===== config.mk =====
export PLATFORM = sky130hd
export DESIGN_NAME = dpp_ports
export DESIGN_NICKNAME = d
export VERILOG_FILES = /design/src/dpp_pkg.sv /design/src/dpp_sync.sv /design/src/dpp_ports.sv
export SDC_FILE = /design/constraint.sdc
export NUM_CORES = 1
export LEC_CHECK = 0
export BUFFER_PORTS_ARGS = -buffer_cell sky130_fd_sc_hd__buf_2
export CORE_MARGIN = 2
export CORE_UTILIZATION = 25
export CTS_CLUSTER_DIAMETER = 200
export DETAILED_ROUTE_END_ITERATION = 10
export SYNTH_ARGS = -nofsm -noshare
export SYNTH_HDL_FRONTEND = slang
export SYNTH_HIERARCHICAL = 1
export SYNTH_SLANG_ARGS = --single-unit

===== constraint.sdc =====
create_clock -name clk_sys -period 1.9 [get_ports clk_sys]
set_clock_uncertainty 0.2 [all_clocks]
set_input_delay 0.095 -clock clk_sys [delete_from_list [all_inputs] [get_ports clk_sys]]
set_output_delay 0.095 -clock clk_sys [all_outputs]
set_load 0.01 [all_outputs]

===== src/dpp_pkg.sv =====
/*
 Package for the dual parallel port block: special register space offsets, reset values, widths.
 Assumes an 8-bit CPU register bus with a 6-bit address inside the special register space.
*/
`default_nettype none
package dpp_pkg;
    localparam int          DPP_ADDR_W         = 6;
    localparam int          DPP_DATA_W         = 8;
    localparam int          DPP_P1_W           = 8;
    localparam int          DPP_P2_W           = 3;
    localparam logic [15:0] DPP_SPACE_LO       = 16'h0000;
    localparam logic [15:0] DPP_SPACE_HI       = 16'h003F;
    localparam logic [5:0]  DPP_OFF_P1_LATCH   = 6'h01;
    localparam logic [5:0]  DPP_OFF_P2_LATCH   = 6'h02;
    localparam logic [5:0]  DPP_OFF_P1_PIN     = 6'h08;
    localparam logic [5:0]  DPP_OFF_P2_PIN     = 6'h09;
    localparam logic [5:0]  DPP_OFF_P1_SEG     = 6'h29;
    localparam logic [7:0]  DPP_P1_LATCH_RST   = 8'hFF;
    localparam logic [2:0]  DPP_P2_LATCH_RST   = 3'h7;
    localparam logic [7:0]  DPP_P1_SEG_RST     = 8'h00;
    localparam logic [7:0]  DPP_RD_FILL        = 8'h00;
    localparam int          DPP_P2_STOP_BIT    = 0;
    localparam int          DPP_P2_OSC_IN_BIT  = 1;
    localparam int          DPP_P2_OSC_OUT_BIT = 2;
endpackage : dpp_pkg
`default_nettype wire


===== src/dpp_sync.sv =====
/*
 Two-flop synchroniser for a vector of pin levels.
 Assumes inputs are asynchronous to clk_sys; first stage feeds only the second.
*/
`default_nettype none
module dpp_sync #(
    parameter int W = 8
) (
    input  wire logic         clk_sys,
    input  wire logic         rst,
    input  wire logic [W-1:0] d,
    output logic      [W-1:0] q
);
    logic [W-1:0] meta_r;
    logic [W-1:0] sync_r;

    always_ff @(posedge clk_sys) begin
        if (rst) begin
            meta_r <= '1;
            sync_r <= '1;
        end else begin
            meta_r <= d;
            sync_r <= meta_r;
        end
    end

    assign q = sync_r;
endmodule : dpp_sync
`default_nettype wire


===== src/dpp_ports.sv =====
/*
 Dual parallel port block: 8-bit port with LCD segment select, 3-bit port with
 oscillator pins and a stop-release input, reached over the CPU special register space.
 Assumes the CPU presents a one-cycle read strobe (sample phase) and a one-cycle write
 strobe (update phase); pins are open-drain sink drivers resolved by the surroundings.
*/
// Behaviour
// - Decode port registers only inside special register space 0000H to 003FH.
// - Each output bit keeps its latch value until rewritten.
// - Pin level is sampled in the read sample phase of the read cycle.
// - Output changes in the write update phase of the write cycle.
// - First port is 8 bits; segment select bit 1 makes pin LCD segment.
// - Reset sets every output latch bit of both ports to 1.
// - First port latch and pin-input registers sit at separate addresses.
// - Pin-input bit of a segment pin is undefined.
// - Dual-clock mode gives bits 1 and 2 to the low-frequency oscillator.
// - Falling edge on driven bit 0 sets the associated interrupt latch.
// - Second port latch and pin-input registers sit at separate addresses.
// - Second port read bits 7 to 3 are undefined.
// - In stop mode bit 0 floats regardless of the output enable.
`default_nettype none
module dpp_ports
    import dpp_pkg::*;
(
    input  wire logic                  clk_sys,
    input  wire logic                  rst,
    input  wire logic [15:0]           cpu_addr,
    input  wire logic [DPP_DATA_W-1:0] cpu_wdata,
    input  wire logic                  cpu_rd_sample,
    input  wire logic                  cpu_wr_update,
    output logic      [DPP_DATA_W-1:0] cpu_rdata,
    input  wire logic                  port_output_enable,
    input  wire logic                  dual_clock_mode,
    input  wire logic                  stop_mode,
    input  wire logic [DPP_P1_W-1:0]   port1_in,
    output logic      [DPP_P1_W-1:0]   port1_out,
    output logic      [DPP_P1_W-1:0]   port1_oe,
    output logic      [DPP_P1_W-1:0]   port1_lcd_seg_en,
    input  wire logic [DPP_P2_W-1:0]   port2_in,
    output logic      [DPP_P2_W-1:0]   port2_out,
    output logic      [DPP_P2_W-1:0]   port2_oe,
    output logic                       low_freq_osc_in,
    input  wire logic                  low_freq_osc_out,
    output logic                       port2_bit0_fall,
    output logic                       stop_release
);
    logic [DPP_P1_W-1:0]   p1_latch_r, p1_latch_nxt;
    logic [DPP_P1_W-1:0]   p1_seg_r, p1_seg_nxt;
    logic [DPP_P2_W-1:0]   p2_latch_r, p2_latch_nxt;
    logic [DPP_DATA_W-1:0] rdata_r, rdata_nxt;
    logic                  p20_drv_r, p20_drv_nxt;
    logic                  fall_r, fall_nxt;
    logic [DPP_P1_W-1:0]   p1_pin_s;
    logic [DPP_P2_W-1:0]   p2_pin_s;
    logic                  in_space;
    logic [5:0]            off;
    logic                  p20_drive;

    function automatic logic hit(input logic [5:0] a, input logic [5:0] o);
        return in_space && (a == o);
    endfunction : hit

    dpp_sync #(.W(DPP_P1_W)) u_sync1 (
        .clk_sys (clk_sys),
        .rst     (rst),
        .d       (port1_in),
        .q       (p1_pin_s)
    );

    dpp_sync #(.W(DPP_P2_W)) u_sync2 (
        .clk_sys (clk_sys),
        .rst     (rst),
        .d       (port2_in),
        .q       (p2_pin_s)
    );

    assign in_space = (cpu_addr >= DPP_SPACE_LO) && (cpu_addr <= DPP_SPACE_HI);
    assign off      = cpu_addr[DPP_ADDR_W-1:0];

    always_comb begin
        p1_latch_nxt = p1_latch_r;
        p1_seg_nxt   = p1_seg_r;
        p2_latch_nxt = p2_latch_r;
        if (cpu_wr_update) begin
            if (hit(off, DPP_OFF_P1_LATCH)) begin
                p1_latch_nxt = cpu_wdata;
            end
            if (hit(off, DPP_OFF_P1_SEG)) begin
                p1_seg_nxt = cpu_wdata;
            end
            if (hit(off, DPP_OFF_P2_LATCH)) begin
                p2_latch_nxt = cpu_wdata[DPP_P2_W-1:0];
            end
        end
    end

    // Read data captured on the sample strobe and held until the next read
    always_comb begin
        rdata_nxt = rdata_r;
        if (cpu_rd_sample) begin
            rdata_nxt = DPP_RD_FILL;
            if (hit(off, DPP_OFF_P1_LATCH)) begin
                rdata_nxt = p1_latch_r;
            end else if (hit(off, DPP_OFF_P1_PIN)) begin
                // Segment pins return a meaningless synchronised pad level
                rdata_nxt = p1_pin_s;
            end else if (hit(off, DPP_OFF_P1_SEG)) begin
                rdata_nxt = p1_seg_r;
            end else if (hit(off, DPP_OFF_P2_LATCH)) begin
                rdata_nxt = {DPP_RD_FILL[7:3], p2_latch_r};
            end else if (hit(off, DPP_OFF_P2_PIN)) begin
                rdata_nxt = {DPP_RD_FILL[7:3], p2_pin_s};
            end
        end
    end

    assign p20_drive = port_output_enable && !stop_mode && !p2_latch_r[DPP_P2_STOP_BIT];

    // Edge detect on the driven level only; input-side edges belong to the interrupt block
    always_comb begin
        p20_drv_nxt = p20_drive;
        fall_nxt    = p20_drive && !p20_drv_r;
    end

    always_ff @(posedge clk_sys) begin
        if (rst) begin
            p1_latch_r <= DPP_P1_LATCH_RST;
            p2_latch_r <= DPP_P2_LATCH_RST;
            p1_seg_r   <= DPP_P1_SEG_RST;
            rdata_r    <= DPP_RD_FILL;
            p20_drv_r  <= 1'b0;
            fall_r     <= 1'b0;
        end else begin
            p1_latch_r <= p1_latch_nxt;
            p2_latch_r <= p2_latch_nxt;
            p1_seg_r   <= p1_seg_nxt;
            rdata_r    <= rdata_nxt;
            p20_drv_r  <= p20_drv_nxt;
            fall_r     <= fall_nxt;
        end
    end

    assign cpu_rdata        = rdata_r;
    assign port1_lcd_seg_en = p1_seg_r;
    assign port1_out        = '0;
    // Sink driver enabled for latch 0, disabled when pin is a segment
    assign port1_oe         = {DPP_P1_W{port_output_enable}} & ~p1_latch_r & ~p1_seg_r;
    assign port2_out        = '0;

    always_comb begin
        port2_oe                     = {DPP_P2_W{port_output_enable}} & ~p2_latch_r;
        port2_oe[DPP_P2_STOP_BIT]    = p20_drive;
        if (dual_clock_mode) begin
            port2_oe[DPP_P2_OSC_IN_BIT]  = 1'b0;
            port2_oe[DPP_P2_OSC_OUT_BIT] = 1'b0;
        end
    end

    // Oscillator input taken from the synchronised pad; a real crystal bypasses this
    assign low_freq_osc_in = dual_clock_mode & p2_pin_s[DPP_P2_OSC_IN_BIT];
    assign port2_bit0_fall = fall_r;
    assign stop_release    = stop_mode & p2_pin_s[DPP_P2_STOP_BIT];
endmodule : dpp_ports
`default_nettype wire


### Word-level counts from Yosys, hierarchy flattened

Index checks and enable logic that the tools add are counted.

* $lt $le $gt $ge: 2
* equal/unequal tests: 5
* multiplexer cells: 6
* bitwise operators: 8
* reduce and logical (&&, ||, !) cells: 15

Operators by type and width (count)
* 8-bit two-way mux: 3
* 8-bit bitwise AND: 2
* 16-bit by 1-bit greater-or-equal comparator with 1-bit output, second input constant: 1
* 16-bit by 6-bit less-or-equal comparator with 1-bit output, second input constant: 1
* 8-bit NOT: 2
* 6-bit by 4-bit == test with 1-bit output, second input constant: 2
* 1-bit logical AND: 9
* 6-bit by 1-bit == test with 1-bit output, second input constant: 1
* 6-bit by 2-bit == test with 1-bit output, second input constant: 1
* 6-bit == test, second input constant: 1
* 3-bit two-way mux: 2
* 2-bit AND reduction: 3
* 3-bit bitwise AND: 1
* 1-bit logical NOT: 3
* 3-bit NOT: 1
* 1-bit bitwise AND: 2
* 2-bit two-way mux: 1

* register bits after elaboration: 51
* input port bits: 43
* output and inout bits: 41
* word-level logic and storage cells: 46

### Logic depth before layout (Yosys ltp)

* depth in word-level cells: 8
* depth in mapped cells: 7
* gate-level depth less buffers: 5

### Hierarchy

The synthesis kept the hierarchy.

Modules (own cells, without submodules)
* dpp_ports: instances 1, cells each 196, area an instance 1611.5 um2, sequential area each 580.6 um2
* dpp_sync (u_sync1): instances 1, cells each 33, area an instance 431.7 um2, sequential area each 320.3 um2
* dpp_sync (u_sync2): instances 1, cells each 12, area an instance 157.7 um2, sequential area each 120.1 um2

### Least setup slack after synthesis

No wires, ideal clock.

* kind: in2reg
* from: in cpu_addr[12]
* to: reg p2_latch_r[0]
* arrival time: 1.404 ns
* setup slack: 0.179 ns
* buffers on the path: 1
* setup time: 0.117 ns
* data required time: 1.583 ns
* stages on the path: 6
* cells stage by stage: or4_4 > nor4_4 > and3_1 > buf_2 > mux2i_1 > nand2b_1

* cells in the longest elaborated chain, start to end: 4

RTL lines
* start, declared: line dpp_ports.sv:27 `input wire logic [15:0] cpu_addr,`
* 16-bit by 1-bit greater-or-equal comparator with 1-bit output or 16-bit by 6-bit less-or-equal comparator with 1-bit output (tied branches): line dpp_ports.sv:77 `assign in_space = (cpu_addr >= DPP_SPACE_LO) && (cpu_addr <= DPP_SPACE_HI);`
* 1-bit logical AND *: line dpp_ports.sv:77
* 1-bit logical AND *: line dpp_ports.sv:60 `return in_space && (a == o);`
* 2-bit AND reduction (no line) *
* end signal, assigned: line dpp_ports.sv:135 `p2_latch_r <= p2_latch_nxt;`
* end, declared: line dpp_ports.sv:49 `logic [DPP_P2_W-1:0] p2_latch_r, p2_latch_nxt;`

Mark *: on every way between the ends. The rest lies on a longest branch, timed or not.
A chain may end at the register's enable or synchronous reset.

### Final worst setup path

* from: in cpu_addr[12]
* to: reg p2_latch_r[2]

The elaborated chain is that of the path after synthesis.

==> run_results.csv <==
group,metric,value,unit
cts,clock_pin_slew_on_the_worst_setup_and_hold_paths,90,ps
worst_setup_path,arrival_time_of_the_worst_setup_path,1660,ps
drt,drt-vias-per-instance,4.285,
drt,postRouteWirelength,5.741,mm
sta,timing.fmax,601.2,MHz
die,design.core.area,8636,sq um
sta,setup_viol_count_final,0,
cts,postCtsSetupBuffers,0,
hold_path,min_delay_path_depth,4,
sta,hold_viol,0,
drt,num_vias,1907,
sta,worst-slew-pin-transition,653.5,ps
drt,drt_pass1_iterations,6,
logic_synthesis,synth_top_cell_area_share,0.4639,
power_and_ir_drop,power,1.928,mW
cts,cts-buffers-inserted,5,
logic_synthesis,post_synth_main_area_contributors,"dfxtp_1 46%, or2_1 6.3%, nand2_1 6.0%, buf_4 5.1%, a21oi_1 4.3%",
cts,cts_tree,"yes",
sta,timing.final.crit_period,1663,ps
die,fp.dieArea,9570,sq um
sta,drv_slew,0,
run_status,result_of_the_run,"complete, no violations",
flow_run,maxCapViolations,0,
final_layout,nFillCells,913,
worst_setup_path,setup.worst_path.class,"primary input to register",
hold_path,holdCritPathClass,"primary input to register",
final_layout,antenna_cells_inserted,0,
place,placement.io_buffers,71,
place,dp_hpwl,4.273,mm
worst_setup_path,critPathMaxFanout,5,
worst_setup_path,timing.critical_path.cells,"buf_2 > or4_4 > nor4_4 > and3_1 > mux2i_1 > nand2b_1",
power_and_ir_drop,cellPowerDensity,652.2,nW/um^2
global_route,global_route_wire_length_before_repair,9.149,mm
logic_synthesis,ys_types,33,
worst_setup_path,critical_path.startpoint_type,"primary input",
final_layout,layout-drive-gt1-share,0.2908,
cts,post_cts_resize_count,0,
sta,grt_setup_unrepaired,"no",
logic_synthesis,synth.largest_area_cell,"dfxtp_1",
power_and_ir_drop,p_leak,1.244,nW
drt,wl_per_cell,12.90,um
final_layout,final_net_count,380,
logic_synthesis,synth-seq-area-share,0.4639,
worst_setup_path,worst-endpoint-required,1890,ps
cts,insertion_delay,310,ps
die,die_w,97.83,um
drt,detail-route-antenna-nets,0,
final_layout,layout.cells.most_common,"buf_2",
final_layout,layout.cells.most_common_list,"71 x buf_2, 51 x dfxtp_1, 35 x nand2_1",
worst_setup_path,critical-path-max-stage-delay,540,ps
sta,worst_slew_margin_rel,0.5643,
place,place.gp.congestion,0.7927,
final_layout,area_growth_syn_to_layout,34.34,%
cts,cts_max_path_buffers,2,
global_route,grt_max_degree,44,
global_route,grt_overflow_total,0,
logic_synthesis,synth_seq_cells,51,
drt,drt-initial-drc-count,79,
power_and_ir_drop,vdd_ir_drop_max,0.4128,mV
logic_synthesis,synthesis.instances,241,
die,placementRows,34,
global_route,track_usage,0.1196,
logic_synthesis,syn-mean-instance-area,9.132,sq um
logic_synthesis,yosys_warnings,6,
die,die_h,97.83,um
worst_setup_path,worst_path_max_delay_cell,"or4_4",
cts,tritoncts_num_sinks,51,
worst_setup_path,ff2ff_setup_slack,570,ps
die,floorplan.io_pins,84,
sta,totalNegativeSetupSlack,0,ps
global_route,grt_pass1_vias,1851,
logic_synthesis,mappedNetlistArea,2201,sq um
global_route,initial_antenna_violation_count,0,
worst_setup_path,r2r.worst_path.cells,3,
sta,min_period_over_period,0.8755,
die,initial_core_util,0.2549,
drt,drc_errors_left,0,
worst_setup_path,critical_path.endpoint_type,"register",
cts,root_buffer,"clkbuf_8",
cts,htreeDepth,2,
[repair_timing]
item                                   4_1_cts  5_1_grt
endpoints found under the hold margin       36        0
hold buffers                                21        0
setup endpoints to repair                    0        0
[stage by stage]
| stage | setup WS (ps) | hold slack, ps | utilization | area (sq um) | std cells |
|---|---|---|---|---|---|
| 6_report | 236.5 | 25.86 | 0.3424 | 2957 | 445 |
| 5_1_grt | 142.9 | 56.52 | 0.3424 | 2957 | 445 |
| 4_1_cts | 223.8 | 25.36 | 0.3424 | 2957 | 445 |
| 3_5_place_dp | -92.43 | 75.15 | 0.3074 | 2655 | 417 |
| 3_3_place_gp | -62.32 | 73.99 | 0.3074 | 2655 | 417 |
| 2_1_floorplan | 179.3 | -7.863 | - | 2238 | 251 |
[worst paths after layout]
kind | from | endpoint
setup reg to reg | port1_lcd_seg_en[1]$_SDFFE_PP0P_ | cpu_rdata[1]$_SDFFE_PP0P_
hold reg to reg | p20_drv_r$_SDFF_PP0_ | port2_bit0_fall$_SDFF_PP0_
hold / removal | cpu_wr_update | p1_latch_r[1]$_SDFFE_PP1P_
setup / recovery | cpu_addr[12] | p2_latch_r[2]$_SDFFE_PP1P_
[where the power goes]
part / total, mW / switching (mW) / internal, mW
clock: 0.643 / 0.349 / 0.293
sequential: 1.10 / 0.00605 / 1.09
combinational: 0.190 / 0.0884 / 0.101
[routing by layer]
metal,GRT usage,wire [um],part of all wire,up-vias
li1,-,-,-,982
met2,0.2118,2853,0.50,66
met3,0.02935,368,0.064,4
met4,0.03526,72,0.013,0
met1,0.1431,2447,0.43,855
met5,0,0,0,-
[cells by family (layout without fill, tap and decap cells)]
kind of cell,count (synthesis),in the layout,synth area share
and+or+nand+nor,124,124,0.3405
muxes,3,3,0.01364
DFF,51,51,0.4639
AOI/OAI and AO/OA,38,38,0.1092
other,1,11,0.001704
buffers and inverters,24,110,0.07106
[cells in the mapped netlist (all sizes together)]
master	instances
or3	3
buf	18
or2	22
nand3b	9
a21oi	19
or3b	2
nor4	1
nand2b	11
o31ai	3
or4	3
nor3b	9
dfxtp	51
and2b	1
nor2	10
nor3	1
mux2i	3
o2bb2ai	8
o21ai	3
a22oi	5
nor2b	4
and2	2
and3	3
nor4bb	1
clkbuf	6
conb	1
nand3	7
nand2	35
[registers in the layout, indices dropped and copies added, names as in the netlist]
register	cells
p20_drv_r	1
p1_latch_r	8
u_sync2/q	3
port2_bit0_fall	1
u_sync2/meta_r	3
u_sync1/q	8
cpu_rdata	8
u_sync1/meta_r	8
p2_latch_r	3
port1_lcd_seg_en	8
[critical path, delay by kind of cell]
family | cells | cell delay [ps]
buf+inv | 1 | 100
mux | 1 | 200
simple gates | 4 | 1250
[layout make-up]
type,instances,area [sq um],share of cell area
multi-input cells,176,1061,0.3589
flip-flops and latches,51,1021,0.3453
repair buffers,103,648.1,0.2192
well taps,108,135.1,0.04570
clock buffers,6,82.58,0.02793
clock inverters,1,8.758,0.002962
Note: power is estimated with default switching activity, not from simulation.
